**config.mk**
```make
export PLATFORM = sky130hd
export DESIGN_NAME = wwsc_ctrl
export DESIGN_NICKNAME = d
export VERILOG_FILES = /design/src/rtl/wwsc_pkg.sv /design/src/rtl/wwsc_sync.sv /design/src/rtl/wwsc_switch_drv.sv /design/src/rtl/wwsc_ctrl.sv
export SDC_FILE = /design/constraint.sdc
export NUM_CORES = 1
export LEC_CHECK = 0
export BUFFER_PORTS_ARGS = -buffer_cell sky130_fd_sc_hd__buf_4
export CAP_MARGIN = 5
export CORE_MARGIN = 2
export CORE_UTILIZATION = 45
export DETAILED_ROUTE_END_ITERATION = 16
export HOLD_SLACK_MARGIN = 0.05
export PLACE_DENSITY = 0.71
export SETUP_SLACK_MARGIN = 0.15
export SKIP_CTS_REPAIR_TIMING = 1
export SYNTH_ARGS = -nofsm -noshare
export SYNTH_HDL_FRONTEND = slang
export SYNTH_SLANG_ARGS = --single-unit
```
**constraint.sdc**
```tcl
create_clock -name ref_clk -period 8.7 [get_ports ref_clk]
set_clock_uncertainty 0.15 [all_clocks]
set_input_delay 0.435 -clock ref_clk [delete_from_list [all_inputs] [get_ports ref_clk]]
set_output_delay 0.435 -clock ref_clk [all_outputs]
set_load 0.02 [all_outputs]
```
**src/rtl/wwsc_pkg.sv**
```systemverilog
package wwsc_pkg;
    typedef enum logic [2:0] {
        mode_reset  = 3'h0,
        mode_nreq   = 3'h1,
        mode_normal = 3'h3,
        mode_stop   = 3'h2,
        mode_sleep  = 3'h6
    } wwsc_mode_t;

    // Commands carried in the mode field
    localparam logic [1:0] CMD_NORMAL = 2'h0;
    localparam logic [1:0] CMD_STOP   = 2'h1;
    localparam logic [1:0] CMD_SLEEP  = 2'h2;

    // Sensed state of the watchdog configuration pin
    localparam logic [1:0] WDCFG_RES  = 2'h0;
    localparam logic [1:0] WDCFG_GND  = 2'h1;
    localparam logic [1:0] WDCFG_OPEN = 2'h2;

    localparam int unsigned CLK_MHZ = 250;

    localparam int unsigned WDOG_NOM_MS  = 150;
    localparam int unsigned WDOG_NOM_CYC = WDOG_NOM_MS * 1000 * CLK_MHZ;
    localparam int unsigned NREQ_TMO_MS  = 150;
    localparam int unsigned NREQ_TMO_CYC = NREQ_TMO_MS * 1000 * CLK_MHZ;
    localparam int unsigned RST_PULSE_MS  = 1;
    localparam int unsigned RST_PULSE_CYC = RST_PULSE_MS * 1000 * CLK_MHZ;
    localparam int unsigned LIN_FILT_US  = 100;
    localparam int unsigned LIN_FILT_CYC = LIN_FILT_US * CLK_MHZ;
    localparam int unsigned CYC_BASE_MS  = 10;
    localparam int unsigned CYC_BASE_CYC = CYC_BASE_MS * 1000 * CLK_MHZ;
    localparam int unsigned CYC_SENSE_NS  = 4000;
    localparam int unsigned CYC_SENSE_CYC = (CYC_SENSE_NS * CLK_MHZ) / 1000;
    localparam int unsigned RST_GLITCH_NS = 100;
    localparam logic [7:0]  RST_GLITCH_CYC = 8'((RST_GLITCH_NS * CLK_MHZ + 999) / 1000);

    // Pin synchroniser: width and idle levels after reset
    localparam int unsigned  SYNC_W   = 17;
    localparam logic [16:0]  SYNC_RST = 17'h07000;
endpackage : wwsc_pkg

```
**src/rtl/wwsc_sync.sv**
```systemverilog
`timescale 1ns/10ps
module wwsc_sync #(
    parameter int unsigned W       = 1,
    parameter logic [W-1:0] RST_VAL = '0
) (
    input  wire logic         ref_clk,
    input  wire logic         resetn,
    input  wire logic [W-1:0] d,
    output logic      [W-1:0] q
);
    logic [W-1:0] meta_q;

    always_ff @(posedge ref_clk or negedge resetn) begin
        if (!resetn) begin
            meta_q <= RST_VAL;
            q      <= RST_VAL;
        end else begin
            meta_q <= d;
            q      <= meta_q;
        end
    end
endmodule : wwsc_sync

```
**src/rtl/wwsc_switch_drv.sv**
```systemverilog
`timescale 1ns/10ps
module wwsc_switch_drv (
    input  wire logic ref_clk,
    input  wire logic resetn,
    input  wire logic on,
    input  wire logic pwm_en,
    input  wire logic pwm,
    input  wire logic ot,
    input  wire logic ov_shut,
    input  wire logic ctrl_wr,
    output logic      drv_q,
    output logic      ot_q
);
    logic ov_q;

    // A write only releases the latch once the fault itself is gone
    always_ff @(posedge ref_clk or negedge resetn) begin
        if (!resetn) begin
            ot_q <= 1'b0;
            ov_q <= 1'b0;
        end else begin
            ot_q <= ot | (ot_q & ~(ctrl_wr & ~ot));
            ov_q <= ov_shut | (ov_q & ~(ctrl_wr & ~ov_shut));
        end
    end

    always_ff @(posedge ref_clk or negedge resetn) begin
        if (!resetn) begin
            drv_q <= 1'b0;
        end else begin
            drv_q <= on & ~ot & ~ot_q & ~ov_shut & ~ov_q & (~pwm_en | pwm);
        end
    end

    property p_pwm_follow;
        @(posedge ref_clk) disable iff (!resetn)
        (on && pwm_en && !ot && !ot_q && !ov_shut && !ov_q) |=> (drv_q == $past(pwm));
    endproperty
    a_pwm_follow: assert property (p_pwm_follow) else $error("switch does not track pwm");

    property p_ot_off;
        @(posedge ref_clk) disable iff (!resetn)
        ot |=> !drv_q && ot_q;
    endproperty
    a_ot_off: assert property (p_ot_off) else $error("switch on during overtemp");

    property p_ot_hold;
        @(posedge ref_clk) disable iff (!resetn)
        (ot_q && !ctrl_wr) |=> ot_q ##0 !drv_q;
    endproperty
    a_ot_hold: assert property (p_ot_hold) else $error("thermal latch released early");

    property p_ov_hold;
        @(posedge ref_clk) disable iff (!resetn)
        (ov_shut && on) |=> !drv_q [*2];
    endproperty
    a_ov_hold: assert property (p_ov_hold) else $error("switch on in overvoltage");
endmodule : wwsc_switch_drv

```
**src/rtl/wwsc_ctrl.sv**
```systemverilog
`timescale 1ns/10ps
module wwsc_ctrl #(
    parameter int unsigned WDOG_RES_CYC  = wwsc_pkg::WDOG_NOM_CYC,
    parameter int unsigned WDOG_NOM_CYC  = wwsc_pkg::WDOG_NOM_CYC,
    parameter int unsigned NREQ_TMO_CYC  = wwsc_pkg::NREQ_TMO_CYC,
    parameter int unsigned RST_PULSE_CYC = wwsc_pkg::RST_PULSE_CYC,
    parameter int unsigned LIN_FILT_CYC  = wwsc_pkg::LIN_FILT_CYC,
    parameter int unsigned CYC_BASE_CYC  = wwsc_pkg::CYC_BASE_CYC
) (
    input  wire logic       ref_clk,
    input  wire logic       resetn,
    input  wire logic [1:0] switch_wake_input,
    input  wire logic       lin_rx,
    input  wire logic       cs_n,
    input  wire logic       rst_pin_in,
    output logic            rst_pin_out,
    output logic            rst_pin_oe,
    input  wire logic       direct_pwm_input,
    input  wire logic [1:0] wdog_config_pin,
    input  wire logic       hs_overtemp,
    input  wire logic       hs_open_load,
    input  wire logic       hs_cur_limit,
    input  wire logic       ls_overtemp,
    input  wire logic [1:0] ls_open_load,
    input  wire logic [1:0] ls_cur_limit,
    input  wire logic       supply_overvolt,
    input  wire logic [1:0] input_wake_enable,
    input  wire logic [1:0] amux_switch_sel,
    input  wire logic       cyclic_timer_select,
    input  wire logic [2:0] cyclic_period_sel,
    input  wire logic [1:0] wdog_presc_sel,
    input  wire logic       high_side_on,
    input  wire logic       high_switch_pwm_enable,
    input  wire logic       hs_ctrl_wr,
    input  wire logic [1:0] low_side_on,
    input  wire logic       low_one_pwm_enable,
    input  wire logic       low_two_pwm_enable,
    input  wire logic       ls_ctrl_wr,
    input  wire logic       overvoltage_shutdown_enable,
    input  wire logic       mode_wr,
    input  wire logic [1:0] mode_field,
    input  wire logic       high_switch_irq_mask,
    input  wire logic       isr_read,
    output logic [2:0]      mode_state,
    output logic            vdd_enable,
    output logic            irq_n,
    output logic            high_side_output,
    output logic            low_switch_one,
    output logic            low_switch_two,
    output logic [1:0]      wake_status_reg,
    output logic            wake_src_switch,
    output logic            wake_src_lin,
    output logic            wake_src_timer,
    output logic            hs_event,
    output logic            wdog_disabled_flag,
    output logic            wdog_cfg_fault,
    output logic            high_switch_open_flag,
    output logic            high_switch_limit_flag,
    output logic            low_one_open_flag,
    output logic            low_two_open_flag,
    output logic            low_one_limit_flag,
    output logic            low_two_limit_flag
);
    logic [wwsc_pkg::SYNC_W-1:0] pin_s;
    logic [1:0]  sw_s, cfg_s, ls_op_s, ls_cl_s, ls_drv, ls_on, ls_pwm, ls_ot_lat;
    logic        lin_s, cs_s, rst_s, pwm_s, hs_ot_s, hs_op_s, hs_cl_s, ls_ot_s, ov_s;
    wwsc_pkg::wwsc_mode_t mode_q, mode_d, wake_target;
    logic [31:0] time_cnt_q, lin_cnt_q, wd_base, wd_limit, cyc_period;
    logic [7:0]  rst_lo_cnt_q;
    logic [1:0]  sw_snap_q, elig_q;
    logic        run, lp, wd_off_q, wd_fault_q, lin_armed_q, cs_prev_q, irq_q;
    logic        wd_clr_cmd, wd_early, wd_over, nreq_tmo, cyclic, forced, cyc_end;
    logic        sense, sw_chg, sw_wake, cyc_wake, frc_wake, lin_wake, cs_wake;
    logic        ext_rst, rst_wake, irq_wake, lp_entry, hs_ot_lat, hs_ot_set, irq_set;

    wwsc_sync #(
        .W       (wwsc_pkg::SYNC_W),
        .RST_VAL (wwsc_pkg::SYNC_RST)
    ) u_sync (
        .ref_clk (ref_clk),
        .resetn  (resetn),
        .d       ({switch_wake_input, lin_rx, cs_n, rst_pin_in, direct_pwm_input,
                   wdog_config_pin, hs_overtemp, hs_open_load, hs_cur_limit,
                   ls_overtemp, ls_open_load, ls_cur_limit, supply_overvolt}),
        .q       (pin_s)
    );
    assign {sw_s, lin_s, cs_s, rst_s, pwm_s, cfg_s, hs_ot_s, hs_op_s, hs_cl_s,
            ls_ot_s, ls_op_s, ls_cl_s, ov_s} = pin_s;

    assign run = (mode_q == wwsc_pkg::mode_nreq) || (mode_q == wwsc_pkg::mode_normal);
    assign lp  = (mode_q == wwsc_pkg::mode_stop) || (mode_q == wwsc_pkg::mode_sleep);

    // Watchdog window
    assign wd_base    = wd_fault_q ? WDOG_NOM_CYC : WDOG_RES_CYC;
    assign wd_limit   = wd_base << wdog_presc_sel;
    assign wd_clr_cmd = mode_wr && (mode_field == wwsc_pkg::CMD_NORMAL);
    assign wd_early   = (mode_q == wwsc_pkg::mode_normal) && !wd_off_q && wd_clr_cmd
                        && (time_cnt_q < (wd_limit >> 1));
    assign wd_over    = (mode_q == wwsc_pkg::mode_normal) && !wd_off_q
                        && (time_cnt_q >= wd_limit - 32'h1);
    assign nreq_tmo   = (mode_q == wwsc_pkg::mode_nreq)
                        && (time_cnt_q >= NREQ_TMO_CYC - 32'h1);

    // Low-power timer; the high side bit picks cyclic sense or forced wake
    assign cyclic     = cyclic_timer_select & high_side_on;
    assign forced     = cyclic_timer_select & ~high_side_on;
    assign cyc_period = CYC_BASE_CYC << cyclic_period_sel;
    assign cyc_end    = lp && (time_cnt_q == cyc_period - 32'h1);
    assign sense      = lp && cyclic
                        && (time_cnt_q >= cyc_period - wwsc_pkg::CYC_SENSE_CYC);

    // Wake sources
    assign sw_chg   = |((sw_s ^ sw_snap_q) & elig_q);
    assign sw_wake  = lp && !cyclic && sw_chg;
    assign cyc_wake = cyclic && cyc_end && sw_chg;
    assign frc_wake = forced && cyc_end;
    assign lin_wake = lp && lin_armed_q && lin_s;
    assign cs_wake  = (mode_q == wwsc_pkg::mode_stop) && cs_s && !cs_prev_q;
    assign ext_rst  = (rst_lo_cnt_q == wwsc_pkg::RST_GLITCH_CYC);
    assign rst_wake = (mode_q == wwsc_pkg::mode_stop) && ext_rst;
    assign irq_wake = sw_wake || cyc_wake || frc_wake || lin_wake;
    assign wake_target = wd_off_q ? wwsc_pkg::mode_normal : wwsc_pkg::mode_nreq;

    always_comb begin
        mode_d = mode_q;
        unique case (mode_q)
            wwsc_pkg::mode_reset: begin
                if (time_cnt_q >= RST_PULSE_CYC - 32'h1) mode_d = wake_target;
            end
            wwsc_pkg::mode_nreq: begin
                if (ext_rst || nreq_tmo) mode_d = wwsc_pkg::mode_reset;
                else if (wd_clr_cmd) mode_d = wwsc_pkg::mode_normal;
            end
            wwsc_pkg::mode_normal: begin
                if (ext_rst || wd_early || wd_over) mode_d = wwsc_pkg::mode_reset;
                else if (mode_wr && mode_field == wwsc_pkg::CMD_STOP)
                    mode_d = wwsc_pkg::mode_stop;
                else if (mode_wr && mode_field == wwsc_pkg::CMD_SLEEP)
                    mode_d = wwsc_pkg::mode_sleep;
            end
            wwsc_pkg::mode_stop: begin
                // Stop also takes chip-select and reset-line wakes
                if (irq_wake || cs_wake || rst_wake) mode_d = wake_target;
            end
            wwsc_pkg::mode_sleep: begin
                if (irq_wake) mode_d = wwsc_pkg::mode_reset;
            end
            default: mode_d = wwsc_pkg::mode_reset;
        endcase
    end

    assign lp_entry = (mode_q == wwsc_pkg::mode_normal)
                      && ((mode_d == wwsc_pkg::mode_stop) || (mode_d == wwsc_pkg::mode_sleep));

    always_ff @(posedge ref_clk or negedge resetn) begin
        if (!resetn) begin
            mode_q <= wwsc_pkg::mode_reset;
        end else begin
            mode_q <= mode_d;
        end
    end

    // One counter serves reset pulse, request timeout, watchdog and low-power timer
    always_ff @(posedge ref_clk or negedge resetn) begin
        if (!resetn) begin
            time_cnt_q <= 32'h0;
        end else if ((mode_d != mode_q) || cyc_end
                     || ((mode_q == wwsc_pkg::mode_normal) && wd_clr_cmd)) begin
            time_cnt_q <= 32'h0;
        end else begin
            time_cnt_q <= time_cnt_q + 32'h1;
        end
    end

    // Config pin only matters while the host is held in reset
    always_ff @(posedge ref_clk or negedge resetn) begin
        if (!resetn) begin
            wd_off_q   <= 1'b0;
            wd_fault_q <= 1'b0;
        end else if (mode_q == wwsc_pkg::mode_reset) begin
            wd_off_q   <= (cfg_s == wwsc_pkg::WDCFG_GND);
            wd_fault_q <= (cfg_s == wwsc_pkg::WDCFG_OPEN);
        end
    end

    always_ff @(posedge ref_clk or negedge resetn) begin
        if (!resetn) begin
            sw_snap_q <= 2'h0;
            elig_q    <= 2'h0;
        end else if (lp_entry) begin
            sw_snap_q <= sw_s;
            elig_q    <= input_wake_enable & ~amux_switch_sel;
        end else if (cyc_end) begin
            sw_snap_q <= sw_s;
        end
    end

    // Own reset drive also reads back low, so the filter is idle in Reset mode
    always_ff @(posedge ref_clk or negedge resetn) begin
        if (!resetn) begin
            rst_lo_cnt_q <= 8'h0;
        end else if (!rst_s && (mode_q != wwsc_pkg::mode_reset)
                     && (mode_q != wwsc_pkg::mode_sleep)) begin
            if (!ext_rst) rst_lo_cnt_q <= rst_lo_cnt_q + 8'h1;
        end else begin
            rst_lo_cnt_q <= 8'h0;
        end
    end

    // A stuck dominant bus never produces the release edge
    always_ff @(posedge ref_clk or negedge resetn) begin
        if (!resetn) begin
            lin_cnt_q   <= 32'h0;
            lin_armed_q <= 1'b0;
            cs_prev_q   <= 1'b1;
        end else begin
            cs_prev_q <= cs_s;
            if (lp && !lin_s) begin
                lin_cnt_q   <= lin_cnt_q + {31'h0, ~lin_armed_q};
                lin_armed_q <= lin_armed_q || (lin_cnt_q >= LIN_FILT_CYC - 32'h1);
            end else begin
                lin_cnt_q   <= 32'h0;
                lin_armed_q <= 1'b0;
            end
        end
    end

    // Sticky sources; a new event beats a simultaneous read
    assign hs_ot_set = hs_ot_s & ~hs_ot_lat;
    assign irq_set   = rst_s && (((mode_q == wwsc_pkg::mode_stop) && irq_wake)
                       || (run && hs_ot_set && high_switch_irq_mask));

    always_ff @(posedge ref_clk or negedge resetn) begin
        if (!resetn) begin
            wake_src_switch <= 1'b0;
            wake_src_lin    <= 1'b0;
            wake_src_timer  <= 1'b0;
            hs_event        <= 1'b0;
            irq_q           <= 1'b0;
        end else begin
            wake_src_switch <= sw_wake | cyc_wake | (wake_src_switch & ~isr_read);
            wake_src_lin    <= lin_wake | (wake_src_lin & ~isr_read);
            wake_src_timer  <= frc_wake | (wake_src_timer & ~isr_read);
            hs_event        <= hs_ot_set | (hs_event & ~isr_read);
            irq_q           <= irq_set | (irq_q & ~isr_read);
        end
    end

    wwsc_switch_drv u_hs (
        .ref_clk (ref_clk),
        .resetn  (resetn),
        .on      (lp ? sense : (run & high_side_on)),
        .pwm_en  (run & high_switch_pwm_enable),
        .pwm     (pwm_s),
        .ot      (hs_ot_s),
        .ov_shut (ov_s & overvoltage_shutdown_enable),
        .ctrl_wr (hs_ctrl_wr),
        .drv_q   (high_side_output),
        .ot_q    (hs_ot_lat)
    );

    assign ls_on  = low_side_on & {2{run}};
    assign ls_pwm = {low_two_pwm_enable, low_one_pwm_enable} & {2{run}};

    for (genvar i = 0; i < 2; i++) begin : g_ls
        wwsc_switch_drv u_ls (
            .ref_clk (ref_clk),
            .resetn  (resetn),
            .on      (ls_on[i]),
            .pwm_en  (ls_pwm[i]),
            .pwm     (pwm_s),
            .ot      (ls_ot_s),
            .ov_shut (ov_s & overvoltage_shutdown_enable),
            .ctrl_wr (ls_ctrl_wr),
            .drv_q   (ls_drv[i]),
            .ot_q    (ls_ot_lat[i])
        );
    end
    assign low_switch_one = ls_drv[0];
    assign low_switch_two = ls_drv[1];

    // High-side thermal latch shows as both high-side flags at once; low-side latches show in no flag
    always_ff @(posedge ref_clk or negedge resetn) begin
        if (!resetn) begin
            high_switch_open_flag  <= 1'b0;
            high_switch_limit_flag <= 1'b0;
            low_one_open_flag      <= 1'b0;
            low_two_open_flag      <= 1'b0;
            low_one_limit_flag     <= 1'b0;
            low_two_limit_flag     <= 1'b0;
        end else begin
            high_switch_open_flag  <= hs_op_s | hs_ot_lat;
            high_switch_limit_flag <= hs_cl_s | hs_ot_lat;
            low_one_open_flag      <= ls_op_s[0];
            low_two_open_flag      <= ls_op_s[1];
            low_one_limit_flag     <= ls_cl_s[0];
            low_two_limit_flag     <= ls_cl_s[1];
        end
    end

    assign mode_state         = mode_q;
    assign vdd_enable         = (mode_q != wwsc_pkg::mode_sleep);
    assign irq_n              = ~irq_q;
    assign rst_pin_out        = 1'b0;
    assign rst_pin_oe         = (mode_q == wwsc_pkg::mode_reset);
    assign wake_status_reg    = sw_s;
    assign wdog_disabled_flag = wd_off_q;
    assign wdog_cfg_fault     = wd_fault_q;

    property p_elig_mux;
        @(posedge ref_clk) disable iff (!resetn)
        lp_entry |=> ((elig_q & $past(amux_switch_sel)) == 2'h0);
    endproperty
    a_elig_mux: assert property (p_elig_mux) else $error("mux input left as wake");

    property p_early_clear;
        @(posedge ref_clk) disable iff (!resetn)
        wd_early |=> (mode_q == wwsc_pkg::mode_reset) && rst_pin_oe;
    endproperty
    a_early_clear: assert property (p_early_clear) else $error("early clear not reset");

    property p_nreq_tmo;
        @(posedge ref_clk) disable iff (!resetn)
        ((mode_q == wwsc_pkg::mode_nreq) && (time_cnt_q == NREQ_TMO_CYC - 32'h1))
        |=> (mode_q == wwsc_pkg::mode_reset);
    endproperty
    a_nreq_tmo: assert property (p_nreq_tmo) else $error("request timeout missed");

    property p_cs_silent;
        @(posedge ref_clk) disable iff (!resetn)
        (cs_wake && !irq_wake) |=> (mode_q != wwsc_pkg::mode_stop) && !$rose(irq_q);
    endproperty
    a_cs_silent: assert property (p_cs_silent) else $error("chip-select wake wrong");

    property p_lin_edge;
        @(posedge ref_clk) disable iff (!resetn)
        $rose(wake_src_lin) |-> $past(lin_s) && $past(lin_armed_q) && !$past(lin_s, 2);
    endproperty
    a_lin_edge: assert property (p_lin_edge) else $error("lin wake without filter");

    property p_stop_irq;
        @(posedge ref_clk) disable iff (!resetn)
        ((mode_q == wwsc_pkg::mode_stop) && irq_wake && rst_s)
        |=> irq_q && (mode_q == $past(wake_target));
    endproperty
    a_stop_irq: assert property (p_stop_irq) else $error("stop wake no irq");

    property p_sleep_reset;
        @(posedge ref_clk) disable iff (!resetn)
        ((mode_q == wwsc_pkg::mode_sleep) && irq_wake) |=> rst_pin_oe ##1 rst_pin_oe;
    endproperty
    a_sleep_reset: assert property (p_sleep_reset) else $error("sleep wake no reset");

    property p_wd_off;
        @(posedge ref_clk) disable iff (!resetn)
        (mode_q == wwsc_pkg::mode_reset) |=> (wd_off_q == ($past(cfg_s) == wwsc_pkg::WDCFG_GND));
    endproperty
    a_wd_off: assert property (p_wd_off) else $error("watchdog off flag wrong");

    c_lin_wake: cover property (@(posedge ref_clk) disable iff (!resetn) lin_wake);
    c_wd_over:  cover property (@(posedge ref_clk) disable iff (!resetn) wd_over);
    c_cyc_wake: cover property (@(posedge ref_clk) disable iff (!resetn) cyc_wake);
    c_frc_wake: cover property (@(posedge ref_clk) disable iff (!resetn) frc_wake);
endmodule : wwsc_ctrl

```
After elaboration in Yosys (flattened, before gate mapping)
Index checks and enable logic that the tools add are counted.
{"block": "op_classes", "addsub": 6, "n_mul": 0, "n_div": 0, "order_cmp": 6, "n_eq_ne": 15, "shift": 2, "mux": 18, "bitwise_logic": 79, "n_reduce_logical": 55}
{"cell": "$ge 32x32->1", "n": 2}
{"cell": "$mux 32", "n": 2}
{"cell": "$sub 32x1->32 const B", "n": 2}
{"cell": "$and 1x1->1", "n": 36}
{"cell": "$add 32x1->32", "n": 1}
{"cell": "$add 32x1->32 const B", "n": 1}
{"cell": "$eq 32x32->1", "n": 1}
{"cell": "$ge 32x15->1 const B", "n": 1}
{"cell": "$ge 32x18->1 const B", "n": 1}
{"cell": "$ge 32x26->1 const B", "n": 1}
{"cell": "$lt 32x31->1", "n": 1}
{"cell": "$shl 22x3->32 const A", "n": 1}
{"cell": "$shl 26x2->32 const A", "n": 1}
{"cell": "$sub 32x10->32 const B", "n": 1}
{"cell": "$logic_and 1x1->1", "n": 30}
{"cell": "$mux 3", "n": 8}
{"cell": "$not 1->1", "n": 20}
{"cell": "$or 1x1->1", "n": 17}
{"cell": "$mux 8", "n": 2}
{"cell": "$logic_or 1x1->1", "n": 15}
{"cell": "$pmux 3 s5", "n": 1}
{"cell": "$eq 3x2->1 const B", "n": 3}
{"cell": "$add 8x1->8 const B", "n": 1}
{"cell": "$and 2x2->2", "n": 4}
{"cell": "18 further kinds", "n": 28}
{"block": "totals", "regBits": 137, "latchBits": 0, "mem_bits_rw": 0, "mem_bits_ro": 0, "input_bits": 43, "out_inout_bits": 24, "word_cells": 213, "memories": 0}

Longest topological paths before layout
Gate-level depths: netlist (run 1).
{"block": "depth", "depth_word": 17, "mapped_depth": 20, "ltp_nobuf": 17}

By module
Synthesis (run 1) repeated with hierarchy kept, for this count alone.
{"block": "unflattened", "cells_unflattened": 960, "area_unflattened_um2": 8862.2}
{"module": "wwsc_ctrl", "instances": 1, "cells_each": 899, "area_each_um2": 7639.8, "seq_area_each_um2": 2353.5}
{"module": "wwsc_sync", "instances": 1, "cells_each": 34, "area_each_um2": 858.3, "seq_area_each_um2": 858.3}
{"module": "wwsc_switch_drv", "instances": 3, "cells_each": 9, "area_each_um2": 121.4, "seq_area_each_um2": 75.1}

Least setup slack after synthesis (run 1)
OpenSTA, ideal clock, no wires.
{"block": "synth_path", "path_type": "input to register", "startpoint": "input cyclic_period_sel[1]", "endpoint": "register time_cnt_q[25]", "setup_ns": 0.120, "arrival_time_ns": 3.772, "required_time_ns": 8.430, "path_slack_ns": 4.658, "cell_stages": 16, "path_buffers": 3, "cell_sequence": "clkbuf_1 -> inv_1 -> ha_1 -> clkbuf_1 -> nor2b_1 -> inv_1 -> ha_1 -> xnor2_1 -> or4_1 -> nor4_1 -> o311ai_1 -> nor4_4 -> a211oi_2 -> a211oi_4 -> buf_6 -> nor3_2"}
{"block": "synth_via", "elab_chain_cells": 17, "elab_cells_between_ends": 19, "cone_classes": "add/sub (1); eq/ne (2); shift (1); mux (4); reduce/logical (11)"}
{"item": "start, declared", "line_no": "wwsc_ctrl.sv:30", "rtl": "input wire logic [2:0] cyclic_period_sel,"}
{"item": "$shl 22x3->32 (*)", "line_no": "wwsc_ctrl.sv:107", "rtl": "assign cyc_period = CYC_BASE_CYC << cyclic_period_sel;"}
{"item": "$sub 32x1->32 (*)", "line_no": "wwsc_ctrl.sv:108", "rtl": "assign cyc_end = lp && (time_cnt_q == cyc_period - 32'h1);"}
{"item": "$eq 32x32->1 (*)", "line_no": "wwsc_ctrl.sv:108"}
{"item": "$logic_and 1x1->1 (*)", "line_no": "wwsc_ctrl.sv:108"}
{"item": "$logic_and 1x1->1 (2 in a row)", "line_no": "wwsc_ctrl.sv:115", "rtl": "assign cyc_wake = cyclic && cyc_end && sw_chg;"}
{"item": "$logic_or 1x1->1 (3 in a row)", "line_no": "wwsc_ctrl.sv:121", "rtl": "assign irq_wake = sw_wake || cyc_wake || frc_wake || lin_wake;"}
{"item": "$logic_or 1x1->1 (2 in a row)", "line_no": "wwsc_ctrl.sv:143", "rtl": "if (irq_wake || cs_wake || rst_wake) mode_d = wake_target;"}
{"item": "$mux 3", "line_no": "wwsc_ctrl.sv:143"}
{"item": "$pmux 3 s5", "line_no": "wwsc_ctrl.sv:126", "rtl": "unique case (mode_q)"}
{"item": "$ne 3x3->1", "line_no": "wwsc_ctrl.sv:167", "rtl": "end else if ((mode_d != mode_q) || cyc_end"}
{"item": "$logic_or 1x1->1 (*)", "line_no": "wwsc_ctrl.sv:167"}
{"item": "$logic_or 1x1->1 (*)", "line_no": "wwsc_ctrl.sv:168", "rtl": "|| ((mode_q == wwsc_pkg::mode_normal) && wd_clr_cmd)) begin"}
{"item": "$mux 32 (*)", "line_no": "wwsc_ctrl.sv:167"}
{"item": "end signal, assigned", "line_no": "wwsc_ctrl.sv:171", "rtl": "time_cnt_q <= time_cnt_q + 32'h1;"}
{"item": "end, declared", "line_no": "wwsc_ctrl.sv:68", "rtl": "logic [31:0] time_cnt_q, lin_cnt_q, wd_base, wd_limit, cyc_period;"}
Mark *: on every way between the ends. The rest lies on a longest branch, timed or not.
A chain may end at the register's enable or synchronous reset.

Final worst setup path (run 1)
{"block": "layout_path", "startpoint": "input cyclic_period_sel[1]", "endpoint": "register time_cnt_q[1]"}
The elaborated chain is that of the path after synthesis.

==> results.sh, run 1 <==
export IMPL_die_width_um=146
export IMPL_crit_type="input port to flip-flop"
export IMPL_tightest_slew_ps=1130
export IMPL_cp_num_buf_inv=4
export IMPL_cts_tree="built"
export IMPL_p_per_area_nw_per_um2=174
export IMPL_grt_first_pass_wirelength_um=36000
export IMPL_synth_area_um2=9110
export IMPL_slew_headroom_pct=24.4
export IMPL_coreArea_um2=20000
export IMPL_cts_root_buf="clkbuf_16"
export IMPL_setup_viol=0
export IMPL_endpoint_kind="flip-flop"
export IMPL_min_to="g_ls[0].u_ls.drv_q"
export IMPL_synth_top_area_cell="dfrtp_1"
export IMPL_wl_per_cell_um=16.7
export IMPL_power_switching_uw=587
export IMPL_grt_use_total_pct=21.0
export IMPL_drtIter0Drc=493
export IMPL_rsz0062_at_grt="no"
export IMPL_first_global_vias=7201
export IMPL_slew_violations=0
export IMPL_power_frac_comb_pct=21.7
export IMPL_viasPerCell=5.55
export IMPL_drc=0
export IMPL_worstPathRequired_ps=8840
export IMPL_synth_edf_count=0
export IMPL_initial_core_util_pct=45.5
export IMPL_synth_seq_area_share_pct=37.7
export IMPL_cts_buffer_depth=2
export IMPL_antenna_found_initial=0
export IMPL_ys_flop_type="dfrtp_1"
export IMPL_r2r_slack_ps=4840
export IMPL_multi_input_area_um2=5280
export IMPL_critPathTopFamily="simple AND/OR/NAND/NOR gates"
export IMPL_detail_route_antenna_nets=0
export IMPL_io_pins=67
export IMPL_hold_viol_final=0
export IMPL_yosys_warnings=0
export IMPL_htreeDepth=4
export IMPL_hp_class="input port to flip-flop"
export IMPL_reg2regPathDepth=10
export IMPL_fin_crit_sh_pct=49.6
export IMPL_place_gp_congestion=0.882
export IMPL_dp_slack_ps=3990
export IMPL_synth_avg_cell_area_um2=9.50
export IMPL_power_switching_share_pct=32.0
export IMPL_die_area_um2=21400
export IMPL_die_h_um=146
export IMPL_fmax_ghz=0.232
export IMPL_postSynthCellCount=959
export IMPL_period_needed_ps=4320
export IMPL_grt_overflow=0
export IMPL_min_from="low_one_pwm_enable"
export IMPL_cts_buffers=17
export IMPL_maxCapViolCount=0
export IMPL_r2r_end="time_cnt_q[1]"
export IMPL_slowest_stage="nor4_4"
export IMPL_rows=52
export IMPL_crit_chain="buf_4 > inv_1 > ha_1 > nor2b_1 > inv_1 > ha_1 > xnor2_1 > or4_1 > nor4_1 > o311ai_1 > nor4_4 > a21oi_1 > o211ai_4 > buf_4 > nor3b_1"
export IMPL_path_clk_slew_ps=60
export IMPL_reg2reg_from="time_cnt_q[0]"
export IMPL_critPathMaxStageDelay_ps=480
export IMPL_synth_most_common_cell="dfrtp_1"
export IMPL_p_leak_uw=0.00491
export IMPL_async_flop_share_pct=100
export IMPL_cts_sinks=137
export IMPL_synth_common_cells="130 x dfrtp_1, 97 x ha_1, 81 x nor2_1"
export IMPL_area_delta_synth_final_pct=15.6
export IMPL_seq_area_um2=3440
export IMPL_nets=1164
export IMPL_portBuffers=65
export IMPL_drive_gt1_share_pct=14.9
export IMPL_ys_ff_latch=137
export IMPL_setup_tns_final_ps=0
export IMPL_start_kind="input port"
export IMPL_dr_pass1_iters=5
export IMPL_cp_data_arrival_time_ps=4450
export IMPL_crit_fanout=32
export IMPL_insertion_delay_ps=430
export IMPL_grt_max_degree=84
export IMPL_peakVddDrop_uv=224
export IMPL_synth_top_cell_area_share_pct=35.7
export IMPL_pwr_share_clk_pct=39.3
export IMPL_layout_setup_ws_ps=4380
export IMPL_n_antenna_cell=0
export IMPL_status="complete, no violations"
export IMPL_dp_hpwl_um=15000
export IMPL_synth_distinct_cells=76
export IMPL_wl_um=21800
export IMPL_via_count=7253
export IMPL_power_frac_seq_pct=39.0
export IMPL_synth_area_leaders="dfrtp_1 36%, ha_1 13%, xor2_1 5.5%"
export IMPL_p_int_uw=1240
export IMPL_hold_path_depth=2
export IMPL_fill_cells=1845
==> worst max path at each step <==
stage | start | endpoint | cells past startpoint
after floorplan | cyclic_period_sel[1] | time_cnt_q[25] | 16
final | cyclic_period_sel[1] | time_cnt_q[1] | 15
after global routing | cyclic_period_sel[1] | time_cnt_q[1] | 15
after global placement | cyclic_period_sel[1] | time_cnt_q[31] | 15
after detailed placement | cyclic_period_sel[1] | time_cnt_q[1] | 15
after CTS | cyclic_period_sel[1] | time_cnt_q[1] | 15
==> power groups by stage <==
stage,Combinational [uW],Clock [uW],Sequential [uW]
after global routing,444,764,719
after CTS,392,731,714
after global placement,381,0,723
final,398,720,714
after floorplan,288,0,729
after detailed placement,389,0,725
==> per-layer routing <==
| layer | part of all wire [%] | vias up | global-route usage [%] | wire length [um] |
|---|---|---|---|---|
| met5 | 0 | - | 0 | 0 |
| met4 | 2.8 | 0 | 7.91 | 614 |
| met3 | 5.1 | 45 | 4.34 | 1110 |
| met2 | 47 | 179 | 34.1 | 10300 |
| met1 | 45 | 3491 | 27.8 | 9810 |
| li1 | - | 3538 | - | - |
==> per-stage QoR <==
stage	power, uW	cells	utilization, %	cell area (um2)	hold slack [ps]
6_report	1830	1307	52.6	10500	54.4
5_1_grt	1930	1307	52.6	10500	57.7
4_1_cts	1840	1288	51.6	10300	-78.0
3_5_place_dp	1110	1256	48.7	9750	186
3_3_place_gp	1100	1256	48.7	9750	182
2_1_floorplan	1020	964	-	9130	-10.6
==> kinds of logic (layout without fill, tap and decap cells) <==
kind of cell             after synthesis  in the layout  synth area share (%)
AO/OA/AOI/OAI                        176            176                  12.8
flip-flops                           137            137                  37.7
AND/OR/NAND/NOR                      360            360                  22.2
adder cells (fa/ha/maj)               97             97                  13.3
other                                  2              7                0.0824
multiplexers                           9              9                  1.21
XOR/XNOR                              85             85                  8.17
buffers and inverters                 93            166                  4.54
==> sequential cells by signal (all words and copies together), names as in the netlist, 2 cells and up <==
signal / count
time_cnt_q: 32
mode_state: 3
elig_q: 2
lin_cnt_q: 32
g_ls.u_ls.ov_q: 2
g_ls.u_ls.ot_q: 2
g_ls.u_ls.drv_q: 2
u_sync.meta_q: 17
sw_snap_q: 2
u_sync.q: 17
rst_lo_cnt_q: 8
==> final cells by class <==
class / instances / share of cell area, %
timing repair buffer: 88 / 6.76
sequential: 137 / 32.6
clock inverter: 14 / 1.54
multi-input combinational: 734 / 50.1
tap: 270 / 3.21
clock buffer: 18 / 4.07
inverter: 46 / 1.64
==> cell usage in the layout, fill, tap and decap left out, types with 8 or more instances in the layout <==
| master | netlist | routed |
|---|---|---|
| nand4_1 | 22 | 22 |
| nand2b_1 | 8 | 8 |
| nor2_1 | 81 | 81 |
| a21o_1 | 18 | 18 |
| a31oi_1 | 8 | 8 |
| a21oi_1 | 50 | 50 |
| ha_1 | 97 | 97 |
| nor4_1 | 9 | 9 |
| nand2_1 | 71 | 71 |
| xor2_1 | 57 | 57 |
| nand3_1 | 38 | 38 |
| or3_1 | 14 | 14 |
| xnor2_1 | 28 | 28 |
| clkbuf_16 | 0 | 17 |
| nor3_1 | 16 | 16 |
| dfrtp_1 | 130 | 130 |
| and3_1 | 12 | 12 |
| dlygate4sd3_1 | 0 | 19 |
| nor3_2 | 30 | 30 |
| o21ai_0 | 41 | 41 |
| inv_1 | 46 | 46 |
| buf_4 | 4 | 68 |
| nor2b_1 | 9 | 9 |
Power figures use the tool's default switching activity.
==> run 2: changes to the inputs <==
==> constraint.sdc (replaced) <==
create_clock -name ref_clk -period 4.1 [get_ports ref_clk]
set_clock_uncertainty 0.15 [all_clocks]
set_input_delay 0.205 -clock ref_clk [delete_from_list [all_inputs] [get_ports ref_clk]]
set_output_delay 0.205 -clock ref_clk [all_outputs]
set_load 0.02 [all_outputs]
==> run 2 against run 1 <==
Clock power is 110% higher. Sequential power rose by 110%. Critical path depth did not move. Global-route usage hardly changed. Worst setup slack worse by 3900 ps. Design area up 2.6%. Highest routed layer unchanged.
==> results.sh, run 2 (synthesized netlist as in run 1, its figures left out) <==
export IMPL_status="complete, no violations"
export IMPL_first_global_vias=7244
export IMPL_hp_class="input port to flip-flop"
export IMPL_critPathMaxStageDelay_ps=470
export IMPL_nets=1192
export IMPL_grt_overflow=0
export IMPL_slew_headroom_pct=35.3
export IMPL_fin_area_um2=10800
export IMPL_cts_sinks=137
export IMPL_detail_route_antenna_nets=0
export IMPL_drtIter0Drc=517
export IMPL_fin_crit_sh_pct=89.1
export IMPL_die_width_um=146
export IMPL_tightest_slew_ps=963
export IMPL_cts_buffer_depth=2
export IMPL_slew_violations=0
export IMPL_p_leak_uw=0.00506
export IMPL_wl_um=22300
export IMPL_path_clk_slew_ps=60
export IMPL_start_kind="input port"
export IMPL_rows=52
export IMPL_period_needed_ps=3650
export IMPL_cts_buffers=17
export IMPL_placed_cell_area_um2=9890
export IMPL_grt_max_degree=105
export IMPL_grt_use_total_pct=21.0
export IMPL_maxCapViolCount=0
export IMPL_cp_data_arrival_time_ps=3790
export IMPL_dr_pass1_iters=7
export IMPL_antenna_found_initial=0
export IMPL_htreeDepth=4
export IMPL_slowest_stage="nor4_4"
export IMPL_io_pins=67
export IMPL_coreArea_um2=20000
export IMPL_portBuffers=65
export IMPL_area_delta_synth_final_pct=18.6
export IMPL_mostFrequentLayoutCell="dfrtp_1"
export IMPL_crit_type="input port to flip-flop"
export IMPL_total_power_uw=3950
export IMPL_n_antenna_cell=0
export IMPL_grt_first_pass_wirelength_um=36400
export IMPL_via_count=7411
export IMPL_place_gp_congestion=0.861
export IMPL_crit_chain="buf_4 > inv_1 > ha_1 > nor2b_1 > inv_1 > ha_1 > xnor2_1 > or4_1 > nor4_1 > o311ai_1 > nor4_4 > a21oi_1 > o211ai_4 > buf_12 > nor3b_1"
export IMPL_insertion_delay_ps=430
export IMPL_drive_gt1_share_pct=16.0
export IMPL_fmax_ghz=0.274
export IMPL_layout_setup_ws_ps=447
export IMPL_peakVddDrop_uv=288
export IMPL_setup_viol=0
export IMPL_crit_fanout=32
export IMPL_drc=0
export IMPL_top_regs="lin_cnt_q x32, time_cnt_q x32"
export IMPL_cts_root_buf="clkbuf_16"
export IMPL_dp_hpwl_um=15700
export IMPL_wl_per_cell_um=16.7
export IMPL_setup_tns_final_ps=0
export IMPL_endpoint_kind="flip-flop"
export IMPL_rsz0062_at_grt="no"
export IMPL_p_per_area_nw_per_um2=365
export IMPL_die_h_um=146
export IMPL_dp_slack_ps=32.8
export IMPL_cts_tree="built"
export IMPL_viasPerCell=5.56
export IMPL_final_cell_mix="130 x dfrtp_1, 97 x ha_1, 81 x nor2_1, 81 x buf_4, 71 x nand2_1"
export IMPL_die_area_um2=21400
export IMPL_worstPathRequired_ps=4240
export IMPL_postLayoutCoreUtil_pct=53.9
export IMPL_initial_core_util_pct=45.5
export IMPL_hold_viol_final=0
==> run 2: power breakdown <==
group | total [uW] | switching (uW) | internal [uW] | leakage (uW)
Combinational | 894 | 562 | 332 | 0.00299
Sequential | 1520 | 76.8 | 1440 | 0.00178
Clock | 1540 | 610 | 928 | 0.000295
==> run 2: per-stage QoR <==
step,hold WS (ps),std cells
after floorplan,-241,964
after global placement,163,1271
after detailed placement,165,1271
after CTS,-281,1302
after global routing,62.7,1334
final,37.8,1334
==> run 2: final timing paths <==
check,startpoint,to,slack (ps),depth (start not counted)
min reg2reg,u_sync.meta_q[15],u_sync.q[15],200,0
min in group asynchronous,resetn,u_sync.q[3],330,2
min,high_switch_pwm_enable,u_hs.drv_q,40,4
max,cyclic_period_sel[1],time_cnt_q[1],450,15
max in group asynchronous,resetn,cs_prev_q,2470,3
max reg2reg,time_cnt_q[0],time_cnt_q[1],590,10
==> run 2: critical path, delay by kind of cell <==
kind	cells	cell delay [ps]
buf+inv	4	750
compound gates	3	700
fa+ha+maj	2	500
simple gates	5	1480
xor+xnor	1	130
==> run 2: cell type report <==
cell class | instances | area, um2
clock buffer | 18 | 439
clock inverter | 13 | 159
fill | 1832 | 9230
inverter | 46 | 173
multi-input combinational | 734 | 5280
sequential | 137 | 3440
tap | 270 | 338
timing repair buffer | 116 | 980
==> run 2: metal layers <==
layer  vias up  wire length (um)  global-route usage (%)  part of all wire [%]
met2       177             10800                    35.0                    49
met5         -                 0                       0                     0
li1       3589                 -                       -                     -
met3        31              1180                    4.13                   5.3
met4         0               348                    7.28                   1.6
met1      3614              9900                    27.5                    44
